--- config.mk ---
export PLATFORM = sky130hd
export DESIGN_NAME = self_program_flash_row_ctrl
export DESIGN_NICKNAME = d
export VERILOG_FILES = /design/src/include/flash_row_pkg.sv /design/src/core/row_latch_mem.sv /design/src/core/word_fifo.sv /design/src/core/self_program_flash_row_ctrl.sv
export VERILOG_INCLUDE_DIRS = /design/src /design/src/include
export SDC_FILE = /design/constraint.sdc
export NUM_CORES = 2
export LEC_CHECK = 0
export ABC_AREA = 1
export BUFFER_PORTS_ARGS = -buffer_cell sky130_fd_sc_hd__buf_2
export CAP_MARGIN = 20
export CORE_MARGIN = 4
export CORE_UTILIZATION = 53
export DETAILED_ROUTE_END_ITERATION = 10
export PLACE_DENSITY = 0.69
export SETUP_SLACK_MARGIN = 0.15
export SYNTH_ARGS = -nofsm -noshare
export SYNTH_HDL_FRONTEND = slang
export SYNTH_HIERARCHICAL = 1
export SYNTH_SLANG_ARGS = --single-unit
--- constraint.sdc ---
create_clock -name CORE_CLK -period 8.1 [get_ports CORE_CLK]
set_input_delay 0.405 -clock CORE_CLK [delete_from_list [all_inputs] [get_ports CORE_CLK]]
set_output_delay 0.405 -clock CORE_CLK [all_outputs]
set_load 0.1 [all_outputs]
--- src/include/flash_row_params.svh ---
// Offsets, field positions, reset values and timing counts of the row flash controller
`ifndef FLASH_ROW_PARAMS_SVH
`define FLASH_ROW_PARAMS_SVH

// Register addresses
`define ADDR_OP_CONTROL   16'h0760
`define ADDR_TARGET_LOW   16'h0762
`define ADDR_TARGET_HIGH  16'h0764
`define ADDR_UNLOCK_KEY   16'h0766

// flash_op_control fields
`define CTRL_START_BIT    15
`define CTRL_ALLOW_BIT    14
`define CTRL_ABORT_BIT    13
`define CTRL_ERASE_BIT    6
`define CTRL_OP_LSB       0
`define CTRL_OP_W         4
`define CTRL_RESET        16'h0000
`define OP_MULTI_WORD_PM  4'h1

// Unlock key values
`define KEY_FIRST         16'h0055
`define KEY_SECOND        16'h00AA

// Row and panel geometry
`define ROW_WORDS         32
`define ROW_IDX_W         5
`define PANEL_ROWS        128
`define PANEL_LSB         13
`define ROW_LSB           6
`define INSTR_W           24
`define PANEL_COUNT       2

// Timing and FIFO depth
`define CLK_PERIOD_NS     40
`define OP_TIME_NS        2000000
`define FIFO_DEPTH        16

`endif

--- src/include/flash_row_pkg.sv ---
// Types shared by the row flash controller
`default_nettype none
package flash_row_pkg;
  typedef enum {OP_IDLE, OP_ERASE, OP_STREAM, OP_WAIT} op_state_t;
  typedef enum {KEY_NONE, KEY_HALF, KEY_ARMED} key_state_t;
endpackage
`default_nettype wire

--- src/core/row_latch_mem.sv ---
// Write latch memory, low and high parts written separately, registered read
`default_nettype none
`include "flash_row_params.svh"
module row_latch_mem #(
  parameter int WIDTH = `INSTR_W,
  parameter int DEPTH = `ROW_WORDS * `PANEL_COUNT,
  parameter int AW    = $clog2(DEPTH)
) (
  // Clock
  input  wire logic             clk,
  // Write side
  input  wire logic             we_low,
  input  wire logic             we_high,
  input  wire logic [AW-1:0]    waddr,
  input  wire logic [WIDTH-1:0] wdata,
  // Read side
  input  wire logic [AW-1:0]    raddr,
  output logic      [WIDTH-1:0] rdata
);
  logic [WIDTH-1:0] store [DEPTH];

  always_ff @(posedge clk)
  begin
    if (we_low)
    begin
      store[waddr][15:0] <= wdata[15:0];
    end
    if (we_high)
    begin
      store[waddr][WIDTH-1:16] <= wdata[WIDTH-1:16];
    end
    rdata <= store[raddr];
  end
endmodule
`default_nettype wire

--- src/core/word_fifo.sv ---
// Word FIFO with registered output stage, valid and ready on both sides
`default_nettype none
`include "flash_row_params.svh"
module word_fifo #(
  parameter int WIDTH = `INSTR_W,
  parameter int DEPTH = `FIFO_DEPTH,
  parameter int AW    = $clog2(DEPTH)
) (
  // Clock and reset
  input  wire logic             clk,
  input  wire logic             rst_n,
  input  wire logic             clear,
  // Fill side
  input  wire logic             in_valid,
  output logic                  in_ready,
  input  wire logic [WIDTH-1:0] in_data,
  // Drain side
  output logic                  out_valid,
  input  wire logic             out_ready,
  output logic      [WIDTH-1:0] out_data
);
  logic [WIDTH-1:0] store [DEPTH];
  logic [AW-1:0]    wr_ptr, next_wr_ptr;
  logic [AW-1:0]    rd_ptr, next_rd_ptr;
  logic [AW:0]      count, next_count;
  logic             next_out_valid;
  logic             push, pop;

  always_comb
  begin
    in_ready       = (count != (AW+1)'(DEPTH)) ? 1'b1 : 1'b0;
    push           = in_valid && in_ready;
    pop            = (count != '0) && (!out_valid || out_ready);
    next_wr_ptr    = push ? AW'(wr_ptr + 1'b1) : wr_ptr;
    next_rd_ptr    = pop ? AW'(rd_ptr + 1'b1) : rd_ptr;
    next_count     = (AW+1)'(count + (AW+1)'(push) - (AW+1)'(pop));
    next_out_valid = pop ? 1'b1 : (out_ready ? 1'b0 : out_valid);
    // Abort drops whatever is buffered
    if (clear)
    begin
      next_wr_ptr    = '0;
      next_rd_ptr    = '0;
      next_count     = '0;
      next_out_valid = 1'b0;
    end
  end

  always_ff @(posedge clk or negedge rst_n)
  begin
    if (!rst_n)
    begin
      wr_ptr    <= '0;
      rd_ptr    <= '0;
      count     <= '0;
      out_valid <= 1'b0;
      out_data  <= '0;
    end
    else
    begin
      wr_ptr    <= next_wr_ptr;
      rd_ptr    <= next_rd_ptr;
      count     <= next_count;
      out_valid <= next_out_valid;
      if (pop)
      begin
        out_data <= store[rd_ptr];
      end
    end
  end

  always_ff @(posedge clk)
  begin
    if (push)
    begin
      store[wr_ptr] <= in_data;
    end
  end
endmodule
`default_nettype wire

--- src/core/self_program_flash_row_ctrl.sv ---
// Run-time row erase and program controller for on-chip program flash
`default_nettype none
`include "flash_row_params.svh"
module self_program_flash_row_ctrl
  import flash_row_pkg::*;
#(
  parameter int OP_CYCLES   = `OP_TIME_NS / `CLK_PERIOD_NS,
  parameter int PANEL_COUNT = `PANEL_COUNT,
  parameter int FIFO_DEPTH  = `FIFO_DEPTH
) (
  // Clock and reset
  input  wire logic        CORE_CLK,
  input  wire logic        RST_N,
  // Register access from the core
  input  wire logic        SFR_WE,
  input  wire logic        SFR_RE,
  input  wire logic [15:0] SFR_ADDR,
  input  wire logic [15:0] SFR_WDATA,
  output logic      [15:0] SFR_RDATA,
  // Table instructions from the core
  input  wire logic        TBL_WE,
  input  wire logic        TBL_RE,
  input  wire logic        TBL_HIGH,
  input  wire logic [15:0] TBL_EA,
  input  wire logic [7:0]  TABLE_PAGE_REG,
  input  wire logic [15:0] TBL_WDATA,
  output logic             TBL_DONE,
  // Core stall and status
  output logic             CPU_STALL,
  output logic             FLASH_DONE_FLAG,
  input  wire logic        FLASH_DONE_CLR,
  input  wire logic        RESET_ABORT_REQ,
  // Flash array
  output logic             FL_ERASE,
  output logic             FL_PROG,
  output logic      [17:0] FL_ROW,
  output logic             FL_VALID,
  input  wire logic        FL_READY,
  output logic      [23:0] FL_DATA
);
  localparam int PSW = (PANEL_COUNT > 1) ? $clog2(PANEL_COUNT) : 1;
  localparam int LAW = `ROW_IDX_W + PSW;
  localparam int TW  = $clog2(OP_CYCLES + 1);

  // ==========================================================
  // State
  // ==========================================================
  op_state_t          state, next_state;
  key_state_t         key, next_key;
  logic               start_bit, next_start_bit;
  logic               allow_bit, next_allow_bit;
  logic               abort_flag, next_abort_flag;
  logic               erase_sel, next_erase_sel;
  logic [3:0]         op_sel, next_op_sel;
  logic [15:0]        target_address_low, next_target_address_low;
  logic [7:0]         target_address_high, next_target_address_high;
  logic [TW-1:0]      timer, next_timer;
  logic [`ROW_IDX_W:0] rd_idx, next_rd_idx;
  logic               rd_pend, next_rd_pend;
  logic [15:0]        next_rdata;
  logic               next_tbl_done, next_stall, next_done_flag;
  logic               next_fl_erase, next_fl_prog;
  logic [17:0]        next_fl_row;

  // Memory and FIFO wires
  logic [23:0]        tbl_addr;
  logic [23:0]        tgt_addr;
  logic [LAW-1:0]     lat_waddr, lat_raddr;
  logic [23:0]        lat_wdata, lat_rdata;
  logic               lat_we_low, lat_we_high;
  logic               fifo_in_ready;
  logic               ctrl_wr, key_wr, low_wr, high_wr;
  logic               go;
  logic               op_abort;

  // ==========================================================
  // Address decode helper
  // ==========================================================
  function automatic logic [LAW-1:0] latch_index(input logic [23:0] a);
    latch_index = {a[`PANEL_LSB +: PSW], a[1 +: `ROW_IDX_W]};
  endfunction

  assign tbl_addr    = {TABLE_PAGE_REG, TBL_EA};
  assign tgt_addr    = {target_address_high, target_address_low};
  assign lat_waddr   = latch_index(tbl_addr);
  assign lat_wdata   = {TBL_WDATA[7:0], TBL_WDATA};
  assign lat_we_low  = TBL_WE && !TBL_HIGH && !start_bit;
  assign lat_we_high = TBL_WE && TBL_HIGH && !start_bit;
  assign lat_raddr   = {tgt_addr[`PANEL_LSB +: PSW], rd_idx[`ROW_IDX_W-1:0]};
  assign op_abort    = RESET_ABORT_REQ && (state != OP_IDLE);

  // ==========================================================
  // Latches and output FIFO
  // ==========================================================
  row_latch_mem #(
    .WIDTH (`INSTR_W),
    .DEPTH (`ROW_WORDS * PANEL_COUNT),
    .AW    (LAW)
  ) row_latch_mem_inst (
    .clk     (CORE_CLK),
    .we_low  (lat_we_low),
    .we_high (lat_we_high),
    .waddr   (lat_waddr),
    .wdata   (lat_wdata),
    .raddr   (lat_raddr),
    .rdata   (lat_rdata)
  );

  word_fifo #(
    .WIDTH (`INSTR_W),
    .DEPTH (FIFO_DEPTH)
  ) word_fifo_inst (
    .clk       (CORE_CLK),
    .rst_n     (RST_N),
    .clear     (op_abort),
    .in_valid  (rd_pend),
    .in_ready  (fifo_in_ready),
    .in_data   (lat_rdata),
    .out_valid (FL_VALID),
    .out_ready (FL_READY),
    .out_data  (FL_DATA)
  );

  // ==========================================================
  // Next values
  // ==========================================================
  always_comb
  begin
    ctrl_wr  = SFR_WE && (SFR_ADDR == `ADDR_OP_CONTROL);
    low_wr   = SFR_WE && (SFR_ADDR == `ADDR_TARGET_LOW);
    high_wr  = SFR_WE && (SFR_ADDR == `ADDR_TARGET_HIGH);
    key_wr   = SFR_WE && (SFR_ADDR == `ADDR_UNLOCK_KEY);
    // Start only when armed, allowed and a row operation is chosen
    go = ctrl_wr && !start_bit && SFR_WDATA[`CTRL_START_BIT]
         && (key == KEY_ARMED)
         && SFR_WDATA[`CTRL_ALLOW_BIT]
         && (SFR_WDATA[`CTRL_OP_LSB +: `CTRL_OP_W] == `OP_MULTI_WORD_PM);

    next_state               = state;
    next_key                 = key;
    next_start_bit           = start_bit;
    next_allow_bit           = allow_bit;
    next_abort_flag          = abort_flag;
    next_erase_sel           = erase_sel;
    next_op_sel              = op_sel;
    next_target_address_low  = target_address_low;
    next_target_address_high = target_address_high;
    next_timer               = timer;
    next_rd_idx              = rd_idx;
    next_rd_pend             = 1'b0;
    next_fl_erase            = 1'b0;
    next_fl_prog             = 1'b0;
    next_fl_row              = FL_ROW;
    next_tbl_done            = TBL_WE;
    next_rdata               = 16'h0000;
    next_done_flag           = FLASH_DONE_FLAG;
    // Clear first so a completion in the same cycle wins
    if (FLASH_DONE_CLR)
    begin
      next_done_flag = 1'b0;
    end

    // Unlock sequence
    if (key_wr)
    begin
      if (SFR_WDATA == `KEY_FIRST)
      begin
        next_key = KEY_HALF;
      end
      else if (SFR_WDATA == `KEY_SECOND && key == KEY_HALF)
      begin
        next_key = KEY_ARMED;
      end
      else
      begin
        next_key = KEY_NONE;
      end
    end
    else if (SFR_WE)
    begin
      next_key = KEY_NONE;
    end

    // Control register, locked while an operation runs
    if (ctrl_wr && !start_bit)
    begin
      next_allow_bit = SFR_WDATA[`CTRL_ALLOW_BIT];
      next_erase_sel = SFR_WDATA[`CTRL_ERASE_BIT];
      next_op_sel    = SFR_WDATA[`CTRL_OP_LSB +: `CTRL_OP_W];
      next_abort_flag = abort_flag & SFR_WDATA[`CTRL_ABORT_BIT];
    end

    // Target address, table capture or direct write
    if (TBL_WE || TBL_RE)
    begin
      next_target_address_low  = TBL_EA;
      next_target_address_high = TABLE_PAGE_REG;
    end
    else if (!start_bit)
    begin
      if (low_wr)
      begin
        next_target_address_low = SFR_WDATA;
      end
      if (high_wr)
      begin
        next_target_address_high = SFR_WDATA[7:0];
      end
    end

    // Register reads, key reads as zero
    if (SFR_RE)
    begin
      case (SFR_ADDR)
        `ADDR_OP_CONTROL:
        begin
          next_rdata[`CTRL_START_BIT]             = start_bit;
          next_rdata[`CTRL_ALLOW_BIT]             = allow_bit;
          next_rdata[`CTRL_ABORT_BIT]             = abort_flag;
          next_rdata[`CTRL_ERASE_BIT]             = erase_sel;
          next_rdata[`CTRL_OP_LSB +: `CTRL_OP_W]  = op_sel;
        end
        `ADDR_TARGET_LOW:  next_rdata = target_address_low;
        `ADDR_TARGET_HIGH: next_rdata = {8'h00, target_address_high};
        default:           next_rdata = 16'h0000;
      endcase
    end

    // Operation sequencer
    case (state)
      OP_IDLE:
      begin
        if (go)
        begin
          next_start_bit = 1'b1;
          next_timer     = TW'(OP_CYCLES);
          next_fl_row    = tgt_addr[23:`ROW_LSB];
          next_rd_idx    = '0;
          if (SFR_WDATA[`CTRL_ERASE_BIT])
          begin
            next_fl_erase = 1'b1;
            next_state    = OP_ERASE;
          end
          else
          begin
            next_fl_prog = 1'b1;
            next_state   = OP_STREAM;
          end
        end
      end
      OP_ERASE:
      begin
        next_state = OP_WAIT;
      end
      OP_STREAM:
      begin
        // Read one latch per free FIFO slot, exactly one row
        if (!rd_pend && fifo_in_ready && rd_idx != (`ROW_IDX_W+1)'(`ROW_WORDS))
        begin
          next_rd_pend = 1'b1;
          next_rd_idx  = (`ROW_IDX_W+1)'(rd_idx + 1'b1);
        end
        else if (!rd_pend && rd_idx == (`ROW_IDX_W+1)'(`ROW_WORDS))
        begin
          next_state = OP_WAIT;
        end
      end
      OP_WAIT:
      begin
        if (timer == '0 && !FL_VALID)
        begin
          next_start_bit = 1'b0;
          next_done_flag = 1'b1;
          next_state     = OP_IDLE;
        end
      end
      default:
      begin
        next_state = OP_IDLE;
      end
    endcase

    if (state != OP_IDLE && timer != '0)
    begin
      next_timer = TW'(timer - 1'b1);
    end

    // Reset request during an operation ends it, address kept
    if (op_abort)
    begin
      next_abort_flag = 1'b1;
      next_rd_pend    = 1'b0;
      next_start_bit  = 1'b0;
      next_state      = OP_IDLE;
      next_timer      = '0;
    end

    next_stall = next_start_bit;
  end

  // ==========================================================
  // Registers
  // ==========================================================
  always_ff @(posedge CORE_CLK or negedge RST_N)
  begin
    if (!RST_N)
    begin
      state               <= OP_IDLE;
      key                 <= KEY_NONE;
      start_bit           <= 1'b0;
      allow_bit           <= 1'b0;
      abort_flag          <= 1'b0;
      erase_sel           <= 1'b0;
      op_sel              <= 4'h0;
      target_address_low  <= 16'h0000;
      target_address_high <= 8'h00;
      timer               <= '0;
      rd_idx              <= '0;
      rd_pend             <= 1'b0;
      SFR_RDATA           <= 16'h0000;
      TBL_DONE            <= 1'b0;
      CPU_STALL           <= 1'b0;
      FLASH_DONE_FLAG     <= 1'b0;
      FL_ERASE            <= 1'b0;
      FL_PROG             <= 1'b0;
      FL_ROW              <= 18'h0_0000;
    end
    else
    begin
      state               <= next_state;
      key                 <= next_key;
      start_bit           <= next_start_bit;
      allow_bit           <= next_allow_bit;
      abort_flag          <= next_abort_flag;
      erase_sel           <= next_erase_sel;
      op_sel              <= next_op_sel;
      target_address_low  <= next_target_address_low;
      target_address_high <= next_target_address_high;
      timer               <= next_timer;
      rd_idx              <= next_rd_idx;
      rd_pend             <= next_rd_pend;
      SFR_RDATA           <= next_rdata;
      TBL_DONE            <= next_tbl_done;
      CPU_STALL           <= next_stall;
      FLASH_DONE_FLAG     <= next_done_flag;
      FL_ERASE            <= next_fl_erase;
      FL_PROG             <= next_fl_prog;
      FL_ROW              <= next_fl_row;
    end
  end
endmodule
`default_nettype wire

==> reports/metrics.csv <==
stage,metric,value,unit
outcome,status,"finished, violations left",
outcome,failing checks,max-slew violations,
die,# IOs,146,
timing,final setup vio count,0,
synthesis,Post-Synthesis Cells,7450,
setup_path,crit-path cells,buf_4 -> buf_4 -> nand2_1 -> nand3_1 -> nand3_1 -> nand2_1 -> nand2_1 -> nand3_1 -> nand3_1 -> nand2_1,
synthesis,largest family of logic cells by synthesized area,simple AND/OR/NAND/NOR gates,
synthesis,post-synthesis compound-gate area fraction,0.01082,
placed_design,Post-DP HPWL,124.6,mm
global_route,GRT Overall Usage,0.2675,
die,# rows,147,
global_route,GRT overflow,0,
power_and_ir_drop,Combinational Power Share,0.104,
synthesis,post-synthesis mux area share,0.0001318,
synthesis,Netlist cell types,44,
final_layout,Finished Cell Area,95170,um^2
synthesis,Synth Area in Adders,0.002871,
cts,Post-CTS Setup Inserts,0,
setup_path,Setup CP Type,reg2reg,
die,Die Width,409.5,um
placed_design,placed cell count,9474,
global_route,number of global-route vias before repair,54410,
timing,Final Cycle Share,0.5163,
detailed_routing,antenna-violating nets left,0,
timing,Final min period,4.182,ns
die,Core ar.,160400,um^2
cts,latest clock arrival within the worst-skew pair,0.84,ns
synthesis,synth top area cells,"edfxtp_1, nand2_1, nand3_1",
power_and_ir_drop,switching share of power,0.2576,
timing,Peak Freq,0.2391,GHz
synthesis,"Cell Area, Synth",85430,um^2
synthesis,post-synth net total,7551,
setup_path,CP Capture Type,flop,
power_and_ir_drop,overall power,23.66,mW
synthesis,synthesis-stage register bit count,2079,
power_and_ir_drop,clock power share,0.388,
synthesis,sequential cell area fraction in the yosys report,0.7200,
final_layout,fin nets,7691,
cts,H-tree lvl count,4,
synthesis,Post-Synth XOR/XNOR Area,0.001025,
timing,Max-slew headroom,-0.03118,
die,Die Height,409.5,um
detailed_routing,Total Wirelength,228.8,mm
placed_design,Placement Cell Area,88030,um^2
cts,CTS max path bufs,3,
detailed_routing,via count,57730,
synthesis,ys flop type,edfxtp_1,
setup_path,CP max stage cell,buf_4,
synthesis,fraction of the mapped netlist area in simple logic gates,0.2292,
detailed_routing,# DRC,0,
min_path,Worst Hold Class,in2reg,
placed_design,Final GP Congestion,0.8625,
cts,CTS Buf Count,205,
cts,"Reg clk slew, reported paths",0.06,ns
power_and_ir_drop,Pint,17.56,mW
power_and_ir_drop,NetSw,6.094,mW
detailed_routing,wire per inst,23.05,um
synthesis,Synth top area share,0.6749,
power_and_ir_drop,pwr/cell area,248.6,nW/um^2
die,die area,167700,um^2
power_and_ir_drop,part of the power in registers,0.508,
synthesis,"area leader, netlist",edfxtp_1,
setup_path,largest stage delay on the critical path,0.98,ns
setup_path,CP Launch Type,flop,
final_layout,Register Area,61540,um^2
global_route,first-pass GRT wire length,341.4,mm
detailed_routing,Initial DRC Count,7630,
timing,"Hold Vio Cnt, Final",0,
power_and_ir_drop,Peak VDD IR,324.0,uV
detailed_routing,DRT Pass-1 Iters,9,
cts,PostCTS Resize Cnt,0,
cts,Root Buffer,clkbuf_16,
power_and_ir_drop,Leak,35.28,nW
synthesis,"EDFF count, synth",1920,
final_layout,Area Overhead vs Synth,11.40,%
global_route,largest net degree at the start of global routing,262,
synthesis,synth warn,6,
final_layout,post-route insts no fill,9928,
die,Initial Utilization,0.5327,
setup_path,worst endpoint data arrival time,4.94,ns
cts,"Hold-fix buffers, CTS",45,
setup_path,CP required,8.86,ns
synthesis,Mapped Avg Cell Area,11.47,um^2
timing,Hold Slack,0.06511,ns
detailed_routing,vias per cell,5.815,
timing,clk_skew,0.03048,ns
synthesis,ys async rst share,0.06494,
global_route,antenna violations before repair,4,
final_layout,multi-input logic area,21200,um^2
placed_design,PortBufs,145,
final_layout,share of layout cells above drive strength 1,0.1013,
timing,Final TNS setup,0,ns
timing,RSZ-0062 raised after global routing,false,
timing,worst-margin pin slew,1.547,ns
timing,Max Slew Vio Count,72,
cts,TritonCTS clock tree,yes,
cts,Sink Count,2079,
job,maximum capacitance violations,0,
setup_path,CP Max Fanout,102,
final_layout,fill cell count,12630,
## state kept, by name, summed over array words and instances, names as in the netlist, 2 cells and up
signal                    cells
target_address_high           8
row_latch_mem_inst/store   1536
op_sel                        4
word_fifo_inst/wr_ptr         4
key                           2
FL_ROW                       18
word_fifo_inst/out_data      24
target_address_low           16
word_fifo_inst/count          5
row_latch_mem_inst/rdata     24
word_fifo_inst/store        384
state                         2
word_fifo_inst/rd_ptr         4
timer                        16
SFR_RDATA                    16
rd_idx                        6
## critical path: cells and delay by family, from the launching register on
kind	cells	cell delay [ns]
AND/OR/NAND/NOR	8	1.18
flip-flops	1	0.96
buffers and inverters	2	1.84
## synth_stat cells, types with 7 or more instances
| master | count |
|---|---|
| nand3_1 | 1559 |
| o21ai_0 | 45 |
| buf_2 | 208 |
| ha_1 | 18 |
| dfrtp_1 | 135 |
| buf_1 | 27 |
| buf_6 | 48 |
| nor2_1 | 125 |
| buf_4 | 69 |
| inv_2 | 23 |
| edfxtp_1 | 1920 |
| o211ai_1 | 7 |
| nand2_1 | 2757 |
| nand4_1 | 8 |
| a21oi_1 | 67 |
| nor3_1 | 121 |
| dfxtp_1 | 24 |
| nand2_2 | 11 |
| inv_1 | 96 |
| clkbuf_1 | 102 |
| o21ai_2 | 32 |
## power groups by stage
stage                     clock network [mW]  logic (mW)  registers (mW)
after floorplan                            0        1.27            12.6
after global placement                     0        2.39            12.2
after detailed placement                   0        2.43            12.2
after CTS                               9.30        2.46            12.0
after global routing                    9.77        2.67            12.0
final                                   9.19        2.46            12.0
## metal layers
| metal | track usage | up-vias | part of all wire |
|---|---|---|---|
| met2 | 0.4149 | 2972 | 0.46 |
| met1 | 0.3775 | 28070 | 0.40 |
| met4 | 0.1073 | 4 | 0.042 |
| met3 | 0.04936 | 495 | 0.098 |
| li1 | - | 26190 | - |
| met5 | 0 | - | 0.00015 |
## cell type report
class / instances / area share
Antenna cell: 2 / 0.00005259
Clock inverter: 108 / 0.01056
Multi-Input combinational cell: 4792 / 0.2228
Timing Repair Buffer: 388 / 0.02878
Clock buffer: 275 / 0.05752
Tap cell: 2160 / 0.02840
Sequential cell: 2079 / 0.6466
Inverter: 124 / 0.005285
## path summary, 6_finish.rpt
check,from,to,slack [ns],cells past startpoint
max,rd_idx[0]$_DFFE_PN0P_,row_latch_mem_inst/rdata[11]$_DFF_P_,3.92,10
min,SFR_ADDR[2],key[1]$_DFFE_PN0P_,0.07,5
max reg2reg,rd_idx[0]$_DFFE_PN0P_,row_latch_mem_inst/rdata[11]$_DFF_P_,3.92,10
min reg2reg,word_fifo_inst/out_data[12]$_DFFE_PN0P_,word_fifo_inst/out_data[12]$_DFFE_PN0P_,0.48,2
max in group asynchronous,RST_N,word_fifo_inst/rd_ptr[0]$_DFFE_PN0P_,6.50,3
min in group asynchronous,RST_N,target_address_low[9]$_DFFE_PN0P_,0.14,2
## cell families after synthesis
logic type | Yosys count
AO/OA/AOI/OAI | 156
XOR/XNOR | 10
adder cells (fa/ha/maj) | 19
buffers and inverters | 579
flip-flops | 2079
multiplexers | 1
AND/OR/NAND/NOR | 4606
## metrics by stage
| step | setup slack [ns] | utilization |
|---|---|---|
| global route | 3.657 | 0.5933 |
| detailed placement | 3.971 | 0.5488 |
| CTS | 3.968 | 0.5920 |
| global placement | 4.005 | 0.5481 |
| floorplan | 5.049 | - |
| finish | 3.918 | 0.5934 |
## layout by cell type (no fill, tap or decap), drive strengths merged, types with 88 or more instances in the layout
cell type / instances
dfrtp: 135
inv: 127
edfxtp: 1920
buf: 329
nor3: 123
nor2: 133
nand2: 2770
clkbuf: 289
nand3: 1559
clkinv: 88
No activity file was read; power rests on OpenSTA's default activity.
